**src/include/hce_pkg.sv**
```systemverilog
// shared types and constants for the host setup and request checker
// Notes on behaviour
// - boot program number must be BCD 00-04
// - flash auto transfer must be 00 or 5A
// - start mode must be 00 or 5A
// - initial value transfer must be BCD 0/1
// - reserved setup word must be zero
// - each port baud code must be BCD 00-08
// - words per cycle must be 00 or 5A
// - screen size and terminal mode in range
// - area first word 00 or BCD 10-99
// - port DMA options must be 00 or 5A
// - malformed read/write operands give 0800
// - word count limit 90 offset, 128 bulk
// - interrupt number must match a registered hook
// - offset must fit the configured area start
// - registered hook number must be 01-99
// - interrupt number digits must be legal BCD
// - forced code handled like detected error
package hce_pkg;

  // error codes, BCD as reported to software
  localparam logic [15:0] ERR_NONE = 16'h0000;
  localparam logic [15:0] ERR_OPER = 16'h0800;
  localparam logic [15:0] ERR_COUNT = 16'h0081;
  localparam logic [15:0] ERR_NOHOOK = 16'h0082;
  localparam logic [15:0] ERR_OFS = 16'h0083;
  localparam logic [15:0] ERR_HRANGE = 16'h0085;
  localparam logic [15:0] ERR_HBCD = 16'h0086;
  localparam logic [15:0] ERR_BOOT = 16'h0090;
  localparam logic [15:0] ERR_FLASH = 16'h0091;
  localparam logic [15:0] ERR_START = 16'h0092;
  localparam logic [15:0] ERR_INIT = 16'h0093;
  localparam logic [15:0] ERR_RESV = 16'h0094;
  localparam logic [15:0] ERR_BAUD = 16'h0095;
  localparam logic [15:0] ERR_WPC = 16'h0096;
  localparam logic [15:0] ERR_SCRN = 16'h0097;
  localparam logic [15:0] ERR_AREA = 16'h0098;
  localparam logic [15:0] ERR_DMA = 16'h0099;

  // setting values and limits
  localparam logic [7:0] SET_OFF = 8'h00;
  localparam logic [7:0] SET_ON = 8'h5A;
  localparam logic [7:0] BOOT_MAX = 8'h04;
  localparam logic [7:0] INIT_MAX = 8'h01;
  localparam logic [7:0] BAUD_MAX = 8'h08;
  localparam logic [7:0] AREA_MIN = 8'h10;
  localparam logic [7:0] HOOK_MIN = 8'h01;
  localparam logic [7:0] LIM_OFS = 8'h5A; // 90 words
  localparam logic [7:0] LIM_BULK = 8'h80; // 128 words
  localparam logic [7:0] AREA_TOP = 8'h63; // word 99 binary
  localparam int HOOK_DEPTH = 8;
  localparam logic [2:0] HOOK_PTR_RST = 3'h0;

  // request kinds from the host
  typedef enum logic [2:0] {
    REQ_OFS_READ,
    REQ_OFS_WRITE,
    REQ_BULK_READ,
    REQ_BULK_WRITE,
    REQ_INT
  } hce_kind_t;

  // setup words as read from the host area
  typedef struct packed {
    logic [7:0] boot_prog;
    logic [7:0] flash_auto;
    logic [7:0] start_mode;
    logic [7:0] init_xfer;
    logic [7:0] resv;
    logic [7:0] baud1;
    logic [7:0] baud2;
    logic [7:0] baud_term;
    logic [7:0] wpc;
    logic [7:0] scrn_size;
    logic [7:0] term_mode;
    logic [7:0] rd_first;
    logic [7:0] wr_first;
    logic [7:0] dma1;
    logic [7:0] dma2;
  } hce_setup_t;

  // one host transfer or interrupt request
  typedef struct packed {
    hce_kind_t kind;
    logic opnd_ok;
    logic [7:0] offset;
    logic [7:0] count;
    logic [7:0] int_num;
  } hce_req_t;

  // both digits legal BCD
  function automatic logic is_bcd(input logic [7:0] b);
    is_bcd = (b[7:4] < 4'hA) && (b[3:0] < 4'hA);
  endfunction

  // only the off or on pattern allowed
  function automatic logic is_key(input logic [7:0] b);
    is_key = (b == SET_OFF) || (b == SET_ON);
  endfunction

  // BCD byte to binary, valid only for legal BCD
  function automatic logic [7:0] bcd_val(input logic [7:0] b);
    bcd_val = {4'h0, b[7:4]} * 8'h0A + {4'h0, b[3:0]};
  endfunction

endpackage

```
**src/hce_top.sv**
```systemverilog
// setup word and host request checker, top level
`timescale 1ns/10ps
module hce_top
  import hce_pkg::*;
#(
  parameter logic [7:0] SCRN_MAX = 8'h03, // largest screen size code
  parameter logic [7:0] TMODE_MAX = 8'h01 // largest terminal mode code
) (
  // clock and reset
  input logic clk,
  input logic sys_rst,
  // setup words and their check strobe
  input logic setup_check,
  input hce_setup_t setup,
  // host transfer or interrupt request
  input logic req_valid,
  input hce_req_t req,
  // interrupt hook registration
  input logic hook_valid,
  input logic [7:0] hook_num,
  // forced error from software
  input logic force_valid,
  input logic [15:0] force_code,
  // status read, clears the held code
  input logic status_read,
  // error status
  output logic err_flag,
  output logic [15:0] err_code,
  output logic err_pending
);

  // ---- setup word checks ----

  // boot program: BCD and no higher than 04
  wire s_boot_bad = !is_bcd(setup.boot_prog) ||
    (setup.boot_prog > BOOT_MAX);

  // flash automatic transfer: off or on key only
  wire s_flash_bad = !is_key(setup.flash_auto);

  // start mode: off or on key only
  wire s_start_bad = !is_key(setup.start_mode);

  // initial value transfer: BCD 0 or 1
  wire s_init_bad = setup.init_xfer > INIT_MAX;

  // reserved word must stay zero
  wire s_resv_bad = setup.resv != SET_OFF;

  // baud codes for the three ports
  wire s_baud1_bad = !is_bcd(setup.baud1) ||
    (setup.baud1 > BAUD_MAX);
  wire s_baud2_bad = !is_bcd(setup.baud2) ||
    (setup.baud2 > BAUD_MAX);
  wire s_baudt_bad = !is_bcd(setup.baud_term) ||
    (setup.baud_term > BAUD_MAX);
  wire s_baud_bad = s_baud1_bad || s_baud2_bad || s_baudt_bad;

  // words per cycle: off or on key only
  wire s_wpc_bad = !is_key(setup.wpc);

  // screen size and terminal mode against limits
  wire s_scrn_bad = (setup.scrn_size > SCRN_MAX) ||
    (setup.term_mode > TMODE_MAX);

  // area first words: 00 or BCD 10-99
  wire s_rd_bad = (setup.rd_first != SET_OFF) &&
    (!is_bcd(setup.rd_first) || (setup.rd_first < AREA_MIN));
  wire s_wr_bad = (setup.wr_first != SET_OFF) &&
    (!is_bcd(setup.wr_first) || (setup.wr_first < AREA_MIN));
  wire s_area_bad = s_rd_bad || s_wr_bad;

  // DMA options for both serial ports
  wire s_dma_bad = !is_key(setup.dma1) ||
    !is_key(setup.dma2);

  // only the lowest code is reported when several settings are bad
  logic [15:0] s_code;
  always_comb begin
    if (s_boot_bad) begin
      s_code = ERR_BOOT;
    end else if (s_flash_bad) begin
      s_code = ERR_FLASH;
    end else if (s_start_bad) begin
      s_code = ERR_START;
    end else if (s_init_bad) begin
      s_code = ERR_INIT;
    end else if (s_resv_bad) begin
      s_code = ERR_RESV;
    end else if (s_baud_bad) begin
      s_code = ERR_BAUD;
    end else if (s_wpc_bad) begin
      s_code = ERR_WPC;
    end else if (s_scrn_bad) begin
      s_code = ERR_SCRN;
    end else if (s_area_bad) begin
      s_code = ERR_AREA;
    end else if (s_dma_bad) begin
      s_code = ERR_DMA;
    end else begin
      s_code = ERR_NONE;
    end
  end

  // setup check raises an event only when a setting is bad
  wire s_fail = s_code != ERR_NONE;
  wire s_event = setup_check && s_fail;

  // ---- host request checks ----

  // request form
  wire r_is_ofs = (req.kind == REQ_OFS_READ) ||
    (req.kind == REQ_OFS_WRITE);
  wire r_is_bulk = (req.kind == REQ_BULK_READ) ||
    (req.kind == REQ_BULK_WRITE);
  wire r_is_int = req.kind == REQ_INT;
  wire r_is_rd = (req.kind == REQ_OFS_READ);

  // unknown kind, bad operand flag or empty transfer
  wire r_oper_bad = !(r_is_ofs || r_is_bulk || r_is_int) ||
    ((r_is_ofs || r_is_bulk) &&
    (!req.opnd_ok || (req.count == 8'h00)));

  // word count limit depends on the form
  wire r_count_bad = (r_is_ofs && (req.count > LIM_OFS)) ||
    (r_is_bulk && (req.count > LIM_BULK));

  // area start that the offset is measured from
  wire [7:0] r_area = r_is_rd ? setup.rd_first : setup.wr_first;

  // first word counted in binary, nine bits so no wrap
  wire [8:0] r_first = {1'b0, bcd_val(r_area)} +
    {1'b0, bcd_val(req.offset)};

  // offset must be BCD and land inside a configured area
  wire r_ofs_bad = r_is_ofs && ((r_area == SET_OFF) ||
    !is_bcd(req.offset) ||
    (r_first > {1'b0, AREA_TOP}));

  // interrupt number lookup in the hook table
  wire r_hit;

  // digits first, then range, then registration
  wire r_int_nbcd = r_is_int && !is_bcd(req.int_num);
  wire r_int_zero = r_is_int && (req.int_num < HOOK_MIN);
  wire r_int_miss = r_is_int && !r_hit;

  // request code, operand fault ranks highest
  logic [15:0] r_code;
  always_comb begin
    if (r_oper_bad) begin
      r_code = ERR_OPER;
    end else if (r_count_bad) begin
      r_code = ERR_COUNT;
    end else if (r_ofs_bad) begin
      r_code = ERR_OFS;
    end else if (r_int_nbcd) begin
      r_code = ERR_HBCD;
    end else if (r_int_zero) begin
      r_code = ERR_HRANGE;
    end else if (r_int_miss) begin
      r_code = ERR_NOHOOK;
    end else begin
      r_code = ERR_NONE;
    end
  end
  wire r_event = req_valid && (r_code != ERR_NONE);

  // ---- hook registration checks ----

  // a number is only stored when both digits and range are good
  wire h_nbcd = !is_bcd(hook_num);
  wire h_zero = hook_num < HOOK_MIN;
  wire h_store = hook_valid && !h_nbcd && !h_zero;
  wire [15:0] h_code = h_nbcd ? ERR_HBCD : ERR_HRANGE;
  wire h_event = hook_valid && (h_nbcd || h_zero);

  // registered numbers, searched with the request number
  hce_hook_table u_hooks (
    .clk(clk),
    .sys_rst(sys_rst),
    .wr_en(h_store),
    .wr_num(hook_num),
    .look_num(req.int_num),
    .hit(r_hit)
  );

  // ---- event selection ----

  // forced code goes first so software can always inject one;
  // lower sources in the same cycle are dropped, not queued,
  // since the holder keeps only one code anyway
  wire ev_valid = force_valid || s_event || r_event || h_event;
  wire [15:0] ev_code = force_valid ? force_code :
    s_event ? s_code :
    r_event ? r_code : h_code;

  // holder of the reported code
  hce_err_hold u_hold (
    .clk(clk),
    .sys_rst(sys_rst),
    .ev_valid(ev_valid),
    .ev_code(ev_code),
    .clr(status_read),
    .flag_r(err_flag),
    .code_r(err_code),
    .pending_r(err_pending)
  );

  // ---- checks on the logic above ----

  // helper: a request that no higher source masks
  wire req_sole = req_valid && !force_valid && !s_event;

  // helper: a registration that nothing else masks
  wire hook_sole = hook_valid && !force_valid && !s_event &&
    !r_event;

  // bad boot program is always the reported setup code
  a_boot_code: assert property (@(posedge clk) disable iff (sys_rst)
    setup_check && !force_valid &&
    (setup.boot_prog > BOOT_MAX) |=>
    err_flag && err_code == ERR_BOOT)
    else $error("boot program fault not reported as 0090");

  // clean setup alone raises nothing
  a_setup_clean: assert property (@(posedge clk) disable iff (sys_rst)
    setup_check && !s_fail && !force_valid && !req_valid &&
    !hook_valid |=> !err_flag)
    else $error("clean setup words raised an error");

  // nonzero reserved word after good earlier settings
  a_resv_code: assert property (@(posedge clk) disable iff (sys_rst)
    setup_check && !force_valid && !s_boot_bad && !s_flash_bad &&
    !s_start_bad && !s_init_bad && (setup.resv != SET_OFF) |=>
    err_code == ERR_RESV)
    else $error("reserved word fault not reported as 0094");

  // forced code comes out unchanged one cycle later
  a_force_code: assert property (@(posedge clk) disable iff (sys_rst)
    force_valid |=> err_flag && err_pending &&
    err_code == $past(force_code))
    else $error("forced code not reported");

  // empty bulk transfer gives operand fault
  a_oper_code: assert property (@(posedge clk) disable iff (sys_rst)
    req_sole && r_is_bulk && (req.count == 8'h00) |=>
    err_code == ERR_OPER)
    else $error("empty transfer not reported as 0800");

  // offset form over 90 words
  a_count_ofs: assert property (@(posedge clk) disable iff (sys_rst)
    req_sole && r_is_ofs && req.opnd_ok &&
    (req.count > LIM_OFS) |=> err_code == ERR_COUNT)
    else $error("offset transfer over limit not reported");

  // bulk form up to 128 words passes
  a_count_bulk: assert property (@(posedge clk) disable iff (sys_rst)
    req_sole && r_is_bulk && req.opnd_ok && (req.count != 8'h00) &&
    (req.count <= LIM_BULK) && !force_valid && !hook_valid |=>
    !err_flag)
    else $error("legal bulk transfer flagged");

  // offset into an unset area
  a_ofs_unset: assert property (@(posedge clk) disable iff (sys_rst)
    req_sole && r_is_ofs && req.opnd_ok && (req.count != 8'h00) &&
    (req.count <= LIM_OFS) && (r_area == SET_OFF) |=>
    err_code == ERR_OFS)
    else $error("offset into unset area not reported");

  // interrupt number with a bad digit
  a_int_nbcd: assert property (@(posedge clk) disable iff (sys_rst)
    req_sole && r_is_int && (req.int_num[3:0] > 4'h9) |=>
    err_code == ERR_HBCD)
    else $error("bad interrupt digit not reported");

  // legal number that was never registered
  a_int_miss: assert property (@(posedge clk) disable iff (sys_rst)
    req_sole && r_is_int && is_bcd(req.int_num) &&
    (req.int_num != 8'h00) && !r_hit |=>
    err_code == ERR_NOHOOK)
    else $error("unregistered interrupt not reported");

  // registration of number zero
  a_hook_range: assert property (@(posedge clk) disable iff (sys_rst)
    hook_sole && (hook_num == 8'h00) |=>
    err_flag && err_code == ERR_HRANGE)
    else $error("hook number zero not reported as 0085");

  // stored hook is found on the following request
  a_hook_found: assert property (@(posedge clk) disable iff (sys_rst)
    h_store && !force_valid && !setup_check ##1
    (req_valid && r_is_int && req.int_num == $past(hook_num) &&
    !force_valid && !setup_check && !hook_valid) |=> !err_flag)
    else $error("registered hook not matched");

  // baud fault on terminal port after clean earlier words
  a_baud_term: assert property (@(posedge clk) disable iff (sys_rst)
    setup_check && !force_valid && !s_boot_bad && !s_flash_bad &&
    !s_start_bad && !s_init_bad && !s_resv_bad &&
    (setup.baud_term == 8'h09) |=> err_code == ERR_BAUD)
    else $error("terminal baud fault not reported as 0095");

  // helper: every setup word ranked above words per cycle is clean
  wire s_pre_wpc = !s_boot_bad && !s_flash_bad && !s_start_bad &&
    !s_init_bad && !s_resv_bad && !s_baud_bad;

  // start mode outside both keys after clean boot and flash words
  a_start_code: assert property (@(posedge clk) disable iff (sys_rst)
    setup_check && !force_valid && !s_boot_bad && !s_flash_bad &&
    (setup.start_mode != SET_OFF) && (setup.start_mode != SET_ON) |=>
    err_flag && err_code == ERR_START)
    else $error("start mode fault not reported as 0092");

  // initial transfer above one after clean earlier words
  a_init_code: assert property (@(posedge clk) disable iff (sys_rst)
    setup_check && !force_valid && !s_boot_bad && !s_flash_bad &&
    !s_start_bad && (setup.init_xfer > INIT_MAX) |=>
    err_flag && err_code == ERR_INIT)
    else $error("initial transfer fault not reported as 0093");

  // words per cycle outside both keys
  a_wpc_code: assert property (@(posedge clk) disable iff (sys_rst)
    setup_check && !force_valid && s_pre_wpc &&
    (setup.wpc != SET_OFF) && (setup.wpc != SET_ON) |=>
    err_flag && err_code == ERR_WPC)
    else $error("words per cycle fault not reported as 0096");

  // screen size beyond its limit
  a_scrn_code: assert property (@(posedge clk) disable iff (sys_rst)
    setup_check && !force_valid && s_pre_wpc && !s_wpc_bad &&
    (setup.scrn_size > SCRN_MAX) |=> err_flag && err_code == ERR_SCRN)
    else $error("screen size fault not reported as 0097");

  // read area starting below word 10
  a_area_code: assert property (@(posedge clk) disable iff (sys_rst)
    setup_check && !force_valid && s_pre_wpc && !s_wpc_bad &&
    !s_scrn_bad && (setup.rd_first != SET_OFF) &&
    (setup.rd_first < AREA_MIN) |=> err_flag && err_code == ERR_AREA)
    else $error("area start fault not reported as 0098");

  // first port DMA option outside both keys
  a_dma_code: assert property (@(posedge clk) disable iff (sys_rst)
    setup_check && !force_valid && s_pre_wpc && !s_wpc_bad &&
    !s_scrn_bad && !s_area_bad && (setup.dma1 != SET_OFF) &&
    (setup.dma1 != SET_ON) |=> err_flag && err_code == ERR_DMA)
    else $error("DMA option fault not reported as 0099");

  // registration with an illegal units digit
  a_hook_nbcd: assert property (@(posedge clk) disable iff (sys_rst)
    hook_sole && (hook_num[3:0] > 4'h9) |=>
    err_flag && err_code == ERR_HBCD)
    else $error("bad hook digit not reported as 0086");

endmodule

```
**src/hce_hook_table.sv**
```systemverilog
// table of registered host interrupt hook numbers
`timescale 1ns/10ps
module hce_hook_table
  import hce_pkg::*;
(
  // clock and reset
  input logic clk,
  input logic sys_rst,
  // registration side
  input logic wr_en,
  input logic [7:0] wr_num,
  // lookup side
  input logic [7:0] look_num,
  output logic hit
);

  // stored numbers and their valid marks
  logic [7:0] num_r [HOOK_DEPTH];
  logic [HOOK_DEPTH-1:0] vld_r;
  logic [2:0] ptr_r;
  logic [HOOK_DEPTH-1:0] match;

  // compare every slot at once
  always_comb begin
    for (int i = 0; i < HOOK_DEPTH; i++) begin
      match[i] = vld_r[i] && (num_r[i] == look_num);
    end
  end
  assign hit = |match;

  // oldest slot is overwritten once the table is full
  always_ff @(posedge clk) begin
    if (sys_rst) begin
      vld_r <= '0;
      ptr_r <= HOOK_PTR_RST;
    end else if (wr_en) begin
      num_r[ptr_r] <= wr_num;
      vld_r[ptr_r] <= 1'b1;
      ptr_r <= ptr_r + 3'h1;
    end
  end

endmodule

```
**src/hce_err_hold.sv**
```systemverilog
// holder of the last flagged error code
`timescale 1ns/10ps
module hce_err_hold
  import hce_pkg::*;
(
  // clock and reset
  input logic clk,
  input logic sys_rst,
  // new event and read clear
  input logic ev_valid,
  input logic [15:0] ev_code,
  input logic clr,
  // status: one-cycle flag, held code and pending
  output logic flag_r,
  output logic [15:0] code_r,
  output logic pending_r
);

  // a new event beats a clear in the same cycle
  always_ff @(posedge clk) begin
    if (sys_rst) begin
      flag_r <= 1'b0;
      code_r <= ERR_NONE;
      pending_r <= 1'b0;
    end else begin
      flag_r <= ev_valid;
      if (ev_valid) begin
        code_r <= ev_code;
        pending_r <= 1'b1;
      end else if (clr) begin
        code_r <= ERR_NONE;
        pending_r <= 1'b0;
      end
    end
  end

  // code stays put while nothing touches it
  a_hold_stable: assert property (@(posedge clk) disable iff (sys_rst)
    pending_r && !ev_valid && !clr |=> $stable(code_r) && pending_r)
    else $error("held error code changed without cause");

  // set wins over clear
  a_set_wins: assert property (@(posedge clk) disable iff (sys_rst)
    ev_valid && clr |=> pending_r && code_r == $past(ev_code))
    else $error("clear beat a new error event");

endmodule

```
**config.mk**
```make
export PLATFORM = sky130hd
export DESIGN_NAME = hce_top
export DESIGN_NICKNAME = d
export VERILOG_FILES = /design/src/include/hce_pkg.sv /design/src/hce_top.sv /design/src/hce_hook_table.sv /design/src/hce_err_hold.sv
export SDC_FILE = /design/constraint.sdc
export NUM_CORES = 1
export LEC_CHECK = 0
export BUFFER_PORTS_ARGS = -buffer_cell sky130_fd_sc_hd__buf_2
export CAP_MARGIN = 15
export CORE_MARGIN = 10
export CORE_UTILIZATION = 40
export CTS_BUF_LIST = sky130_fd_sc_hd__clkbuf_2
export CTS_CLUSTER_SIZE = 16
export DETAILED_ROUTE_END_ITERATION = 6
export PLACE_DENSITY = 0.71
export RECOVER_POWER = 100
export SYNTH_ARGS = -nofsm -noshare
export SYNTH_HDL_FRONTEND = slang
export SYNTH_SLANG_ARGS = --single-unit
export TNS_END_PERCENT = 50
```
**constraint.sdc**
```tcl
create_clock -name clk -period 7 [get_ports clk]
set_input_delay 0 -clock clk [delete_from_list [all_inputs] [get_ports clk]]
set_output_delay 0 -clock clk [all_outputs]
set_load 0.05 [all_outputs]
```
==> out/metrics.yaml, run 1 <==
run_status:
  status: "completed"
placed_design:
  detailed_place_hpwl_um: 13700
  placed_area_um2: 6640
  globalplace.congestion: 0.941
  place_ws_ns: 1.54
  portBuffers: 192
clocking:
  clkTransAtPathRegs_ns: 0.27
  cts_max_level: 3
  clock_sinks: 93
  clock_latency_ns: 0.58
  clk_path_buf_depth: 2
  cts_resized: 0
  cts_tree: "yes"
  cts-root-buf: "clkbuf_2"
  cts_inserted_buffers: 9
sta:
  relSlewSlack_pct: 14.5
  hold_viol: 0
  layout_setup_ws_ns: 1.05
  fmax_mhz: 168
  worst_pin_slew_ns: 1.27
  slew_violations: 0
  rsz0062_at_grt: "false"
  setup_tns_ns: 0
  min_period_ns: 5.95
  setup_viol: 0
  clock_skew_ns: 0.0430
  min_period_over_period_pct: 85.0
worst_setup_path:
  worstPathMaxFanout: 10
  cp.arrival_ns: 6.44
  cp-end-kind: "flip-flop"
  path_class: "primary input to flip-flop"
  critPathRequiredTime_ns: 7.49
  crit_path_start_kind: "primary input"
die:
  core_um2: 13400
  die_w_um: 138
  row_count: 42
  die-area_um2: 19000
  initial_core_util_pct: 41.4
  ios: 197
  die_y_um: 138
routing:
  ant_nets: 0
  first_pass_iters: 5
  post_drt_wl_per_cell_um: 18.8
  vias: 5073
  vias_per_cell: 5.40
  drtIter0Drc: 296
  drc: 0
  drt_wl_total_um: 17700
pwr:
  power.density_nw_per_um2: 176
  p_total_uw: 1270
  cellLeakagePower_uw: 0.00285
  peakVddDrop_uv: 104
yosys:
  syn_avg_cell_area_um2: 10.7
  ys.flop_type: "edfxtp_1"
  synth-seq-area-share_pct: 45.1
  yosys_register_bits: 93
  yosys.area.top_type: "edfxtp_1"
  async_flop_share_pct: 0
  ys_types: 66
  ys_warn_count: 0
  synth_area_um2: 5550
  syn_inst: 520
  synth_commonest_cells: "edfxtp_1 (64), xnor2_1 (43), nor2_1 (35), xor2_1 (35)"
  synth_most_common_cell: "edfxtp_1"
  synth_edf_count: 64
  synth_fp_nets: 726
  synth.top_cell.area_share_pct: 34.6
  synthTopCellsByArea: "edfxtp_1 (35%), dfxtp_1 (10%), xnor2_1 (6.8%), xor2_1 (5.5%), ha_1 (5.0%)"
grt:
  grt_pass1_vias: 5366
  grt_antenna_before_repair: 1
  grt_usage_pct: 18.6
  grt_pass1_wl_um: 27500
  grt_max_degree: 21
  grt.overflow.total: 0
final_layout:
  drive_above_1_share_pct: 26.8
  fin_util_pct: 53.8
  fill_cells: 1263
  final_nets: 963
  syn2layout_area_growth_pct: 29.8
  postLayoutCellArea_um2: 7200
job:
  maxCapViolations: 0
hold_path:
  hold_class: "primary input to flip-flop"
## report_power, final
group | switching, uW | total [uW] | internal, uW
Clock | 209 | 269 | 60.2
Sequential | 5.34 | 602 | 597
Combinational | 225 | 400 | 175
## path summary, 6_finish.rpt
| check | from | to | slack, ns | cells past startpoint |
|---|---|---|---|---|
| worst min register to register | u_hold.pending_r$_SDFFE_PP0P_ | u_hold.pending_r$_SDFFE_PP0P_ | 0.50 | 1 |
| worst max register to register | u_hooks.num_r[6][7]$_DFFE_PP_ | u_hold.code_r[1]$_SDFFE_PP0P_ | 3.79 | 10 |
| worst min-delay path | force_valid | u_hold.code_r[2]$_SDFFE_PP0P_ | 0.1 | 4 |
| worst max-delay path | req[26] | u_hold.code_r[1]$_SDFFE_PP0P_ | 1.05 | 22 |
## cells by family after synthesis
family | share of synthesized area, %
buffers and inverters | 3.13
adder cells (fa/ha/maj) | 6.76
AO/OA/AOI/OAI | 14.6
multiplexers | 2.10
XOR/XNOR | 12.3
AND/OR/NAND/NOR | 16.0
flip-flops | 45.1
## timing repair
action	in CTS	in global routing
hold buffers	48	0
buffers inserted	0	0
hold endpoints to repair	93	0
## stage by stage
step                instances  hold slack, ns
finish                    939          0.0973
CTS                       938          0.0446
floorplan                 520          0.0989
global route              939          0.0841
detailed placement        874           0.216
global placement          874           0.211
## layer usage
layer	vias to the layer above	wire length, um	part of all wire [%]	global-route usage, %
li1	2443	-	-	-
met1	2438	7240	41	21.7
met2	172	9130	52	33.4
met3	20	1090	6.2	4.52
met4	0	212	1.2	4.46
met5	-	0	0	0
## area by class of cell
type | count | area [um^2] | share of cell area [%]
multi-input cells | 390 | 2860 | 39.8
flip-flops and latches | 93 | 2500 | 34.7
repair buffers | 240 | 1410 | 19.5
well taps | 176 | 220 | 3.06
inverters | 23 | 86.3 | 1.20
clock inverters | 7 | 75.1 | 1.04
clock buffers | 9 | 45.0 | 0.625
diodes | 1 | 2.50 | 0.0347
## state kept, by name, indices dropped and copies added (netlist names)
signal and count:
u_hooks.vld_r 8, u_hooks.ptr_r 3, u_hold.flag_r 1, u_hooks.num_r 64
u_hold.pending_r 1, u_hold.code_r 16
## cell usage in the layout (no fill, tap or decap), types with 6 or more instances in the layout
| cell type | Yosys | routed |
|---|---|---|
| nor4_1 | 29 | 29 |
| o21ai_0 | 23 | 23 |
| xnor2_1 | 43 | 43 |
| clkbuf_2 | 0 | 9 |
| nand3_1 | 11 | 11 |
| o22ai_1 | 9 | 9 |
| edfxtp_1 | 64 | 64 |
| nand2_1 | 28 | 28 |
| ha_1 | 22 | 22 |
| dfxtp_1 | 29 | 29 |
| nor2_1 | 35 | 35 |
| a211oi_1 | 6 | 6 |
| a21oi_1 | 21 | 21 |
| nand4_1 | 12 | 12 |
| dlygate4sd3_1 | 1 | 48 |
| nor3_1 | 9 | 11 |
| clkbuf_1 | 2 | 27 |
| o31ai_1 | 6 | 6 |
| buf_2 | 8 | 165 |
| or4_1 | 6 | 6 |
| a22o_1 | 8 | 8 |
| inv_1 | 23 | 23 |
| a21o_1 | 8 | 8 |
| xor2_1 | 35 | 35 |
| a22o_2 | 6 | 6 |
| mux2i_1 | 6 | 6 |
## worst max-delay path, stage by stage
cell and delay [ns]:
clkbuf_1 0.14, nor3_1 1.04, mux2_2 0.49, ha_1 0.32
ha_1 0.22, inv_1 0.07, fa_1 0.43, nand2b_1 0.17
nor2_1 0.17, o21ai_0 0.12, o21ai_0 0.24, ha_1 0.33
a21oi_1 0.18, nand3_1 0.09, nor3b_1 0.27, o21ai_0 0.13
a211oi_1 0.26, nor3_1 0.16, o41ai_2 0.41, a31oi_1 0.33
a32o_1 0.31, dlygate4sd3_1 0.55
Power figures use the tool's default switching activity.
==> inputs of run 2 (changes only) <==
--- a/config.mk
+++ b/config.mk
@@ -8,11 +8,11 @@
 export BUFFER_PORTS_ARGS = -buffer_cell sky130_fd_sc_hd__buf_2
 export CAP_MARGIN = 15
 export CORE_MARGIN = 10
-export CORE_UTILIZATION = 40
+export CORE_UTILIZATION = 30
 export CTS_BUF_LIST = sky130_fd_sc_hd__clkbuf_2
 export CTS_CLUSTER_SIZE = 16
 export DETAILED_ROUTE_END_ITERATION = 6
-export PLACE_DENSITY = 0.71
+export PLACE_DENSITY = 0.58
 export RECOVER_POWER = 100
 export SYNTH_ARGS = -nofsm -noshare
 export SYNTH_HDL_FRONTEND = slang
==> run 2 against run 1 <==
Against the previous run: clock power is 18% lower; maximum frequency is 1.2% higher; total power shrank 4.2%; highest routed layer unchanged; sequential cell count unchanged; sequential share of layout area stayed put.
==> out/metrics.yaml, run 2 (synthesis gave the netlist of run 1 again) <==
run_status:
  status: "completed"  # unchanged
die:
  die_y_um: 156  # was 138 um
  die-area_um2: 24300  # was 19,000 um^2
  row_count: 49  # was 42
  die_w_um: 156  # was 138 um
  ios: 197  # unchanged
  initial_core_util_pct: 30.7  # was 41.4%
  core_um2: 18100  # was 13,400 um^2
worst_setup_path:
  cp_slowest_stage_delay_ns: 1.00  # was 1.04 ns
  ff2ff_path_depth: 9  # was 10
  critPathRequiredTime_ns: 7.48  # was 7.49 ns
  path_class: "primary input to flip-flop"  # unchanged
  cp.arrival_ns: 6.36  # was 6.44 ns
  cp_cell_sequence: "clkbuf_1, nor3_1, mux2_2, ha_1, ha_1, inv_1, fa_1, nand2b_1, nor2_1, nand2_1, o21ai_0, o21ai_0, ha_1, a21oi_1, nand3_1, nor3b_1, o21ai_0, a211oi_1, nor3_2, o41ai_1, a31oi_1, a32o_1, dlygate4sd3_1"  # was clkbuf_1, nor3_1, mux2_2, ha_1, ha_1, inv_1, fa_1, nand2b_1, nor2_1, o21ai_0, o21ai_0, ha_1, a21oi_1, nand3_1, nor3b_1, o21ai_0, a211oi_1, nor3_1, o41ai_2, a31oi_1, a32o_1, dlygate4sd3_1
  worstPathMaxFanout: 10  # unchanged
  cpMaxStageDelayCell: "nor3_1"  # unchanged
  cp-end-kind: "flip-flop"  # unchanged
  crit_path_start_kind: "primary input"  # unchanged
sta:
  fmax_mhz: 170  # was 168 MHz
  setup_tns_ns: 0  # unchanged
  setup_viol: 0  # unchanged
  min_period_ns: 5.88  # was 5.95 ns
  worst_pin_slew_ns: 1.23  # was 1.27 ns
  min_period_over_period_pct: 84.0  # was 85.0%
  relSlewSlack_pct: 17.5  # was 14.5%
  fin_hold_ws_ns: 0.102  # was 0.0973 ns
  slew_violations: 0  # unchanged
  clock_skew_ns: 0.0295  # was 0.0430 ns
  hold_viol: 0  # unchanged
  rsz0062_at_grt: "false"  # unchanged
final_layout:
  ff_latch_area_um2: 2500  # unchanged
  final_nets: 960  # was 963
  largest_register_ffs: 64  # unchanged
  final_common_cell: "buf_2"  # unchanged
  fill_cells: 1781  # was 1,263
  final_cell_mix: "buf_2 (165), edfxtp_1 (64), dlygate4sd3_1 (45), xnor2_1 (43)"  # was buf_2 (165), edfxtp_1 (64), dlygate4sd3_1 (48), xnor2_1 (43)
  reg_top3: "u_hooks.num_r (64), u_hold.code_r (16), u_hooks.vld_r (8)"  # unchanged
  top_register: "u_hooks.num_r"  # unchanged
  multi_input_area_um2: 2860  # about the same
  syn2layout_area_growth_pct: 29.8  # unchanged
  fin_util_pct: 39.8  # was 53.8%
  drive_above_1_share_pct: 26.6  # was 26.8%
routing:
  vias: 4867  # was 5,073
  vias_per_cell: 4.92  # was 5.40
  drtIter0Drc: 179  # was 296
  ant_nets: 0  # unchanged
  drc: 0  # unchanged
  post_drt_wl_per_cell_um: 17.6  # was 18.8 um
  drt_wl_total_um: 17400  # was 17,700 um
  first_pass_iters: 4  # was 5
grt:
  grt_antenna_before_repair: 1  # unchanged
  grt_usage_pct: 14.1  # was 18.6%
  grt_pass1_wl_um: 27100  # was 27,500 um
  grt_pass1_vias: 5044  # was 5,366
  grt.overflow.total: 0  # unchanged
  grt_max_degree: 21  # unchanged
hold_path:
  hold_depth: 3  # was 4
  hold_class: "primary input to flip-flop"  # unchanged
pwr:
  cellLeakagePower_uw: 0.00282  # was 0.00285 uW
  p_total_uw: 1220  # was 1270 uW
  power.density_nw_per_um2: 169  # was 176 nW/um^2
  peakVddDrop_uv: 69.1  # was 104 uV
clocking:
  clock_latency_ns: 0.57  # was 0.58 ns
  cts_inserted_buffers: 9  # unchanged
  cts_max_level: 3  # unchanged
  cts_tree: "yes"  # unchanged
  cts_resized: 0  # unchanged
  clk_path_buf_depth: 2  # unchanged
  cts-root-buf: "clkbuf_2"  # unchanged
  clkTransAtPathRegs_ns: 0.24  # was 0.27 ns
  clock_sinks: 93  # unchanged
placed_design:
  globalplace.congestion: 0.948  # was 0.941
  detailed_place_hpwl_um: 13600  # was 13,700 um
  portBuffers: 192  # unchanged
job:
  maxCapViolations: 0  # unchanged
[run 2: metal layers]
layer  share of wire, %  vias up  track usage, %
met2                 49      131            24.2
met1                 44     2276            17.4
met4                1.4        0            3.46
met5                  0        -               0
li1                   -     2442               -
met3                5.9       18            3.31
[run 2: timing repair]
item                                    in CTS  in global routing
hold buffers                                45                  0
hold endpoints to repair                    93                  0
setup buffers                                0                  0
endpoints found under the setup margin       0                  0
[run 2: power breakdown]
part           internal [uW]  switching, uW  leakage, uW
Combinational            173            222      0.00195
Clock                   44.1            177    0.0000532
Sequential               596           5.16     0.000814
Total                    814            404      0.00282
[run 2: through the flow]
step / instance area (um^2) / setup slack, ns / std cells
floorplan: 5550 / 2.28 / 520
global placement: 6710 / 1.64 / 927
detailed placement: 6710 / 1.55 / 927
CTS: 7250 / 1.63 / 988
global route: 7200 / 0.613 / 989
finish: 7200 / 1.12 / 989
[run 2: path summary, 6_finish.rpt]
path	slack [ns]	endpoint	startpoint
min	0.10	u_hold.code_r[2]$_SDFFE_PP0P_	force_valid
min reg2reg	0.49	u_hold.pending_r$_SDFFE_PP0P_	u_hold.pending_r$_SDFFE_PP0P_
max	1.12	u_hold.code_r[1]$_SDFFE_PP0P_	req[26]
max reg2reg	3.61	u_hold.code_r[1]$_SDFFE_PP0P_	u_hooks.num_r[7][5]$_DFFE_PP_
[run 2: area by class of cell]
class,count,share of cell area [%]
inverters,23,1.20
clock inverters,7,0.573
multi-input cells,390,39.7
diodes,1,0.0347
flip-flops and latches,93,34.7
well taps,229,3.98
repair buffers,237,19.1
clock buffers,9,0.625
[run 2: worst max-delay path, delay by kind of cell]
family	cells	cell delay (ns)
compound gates	8	1.91
fa+ha+maj	4	1.33
buf+inv	3	0.75
mux	1	0.48
simple gates	7	1.90
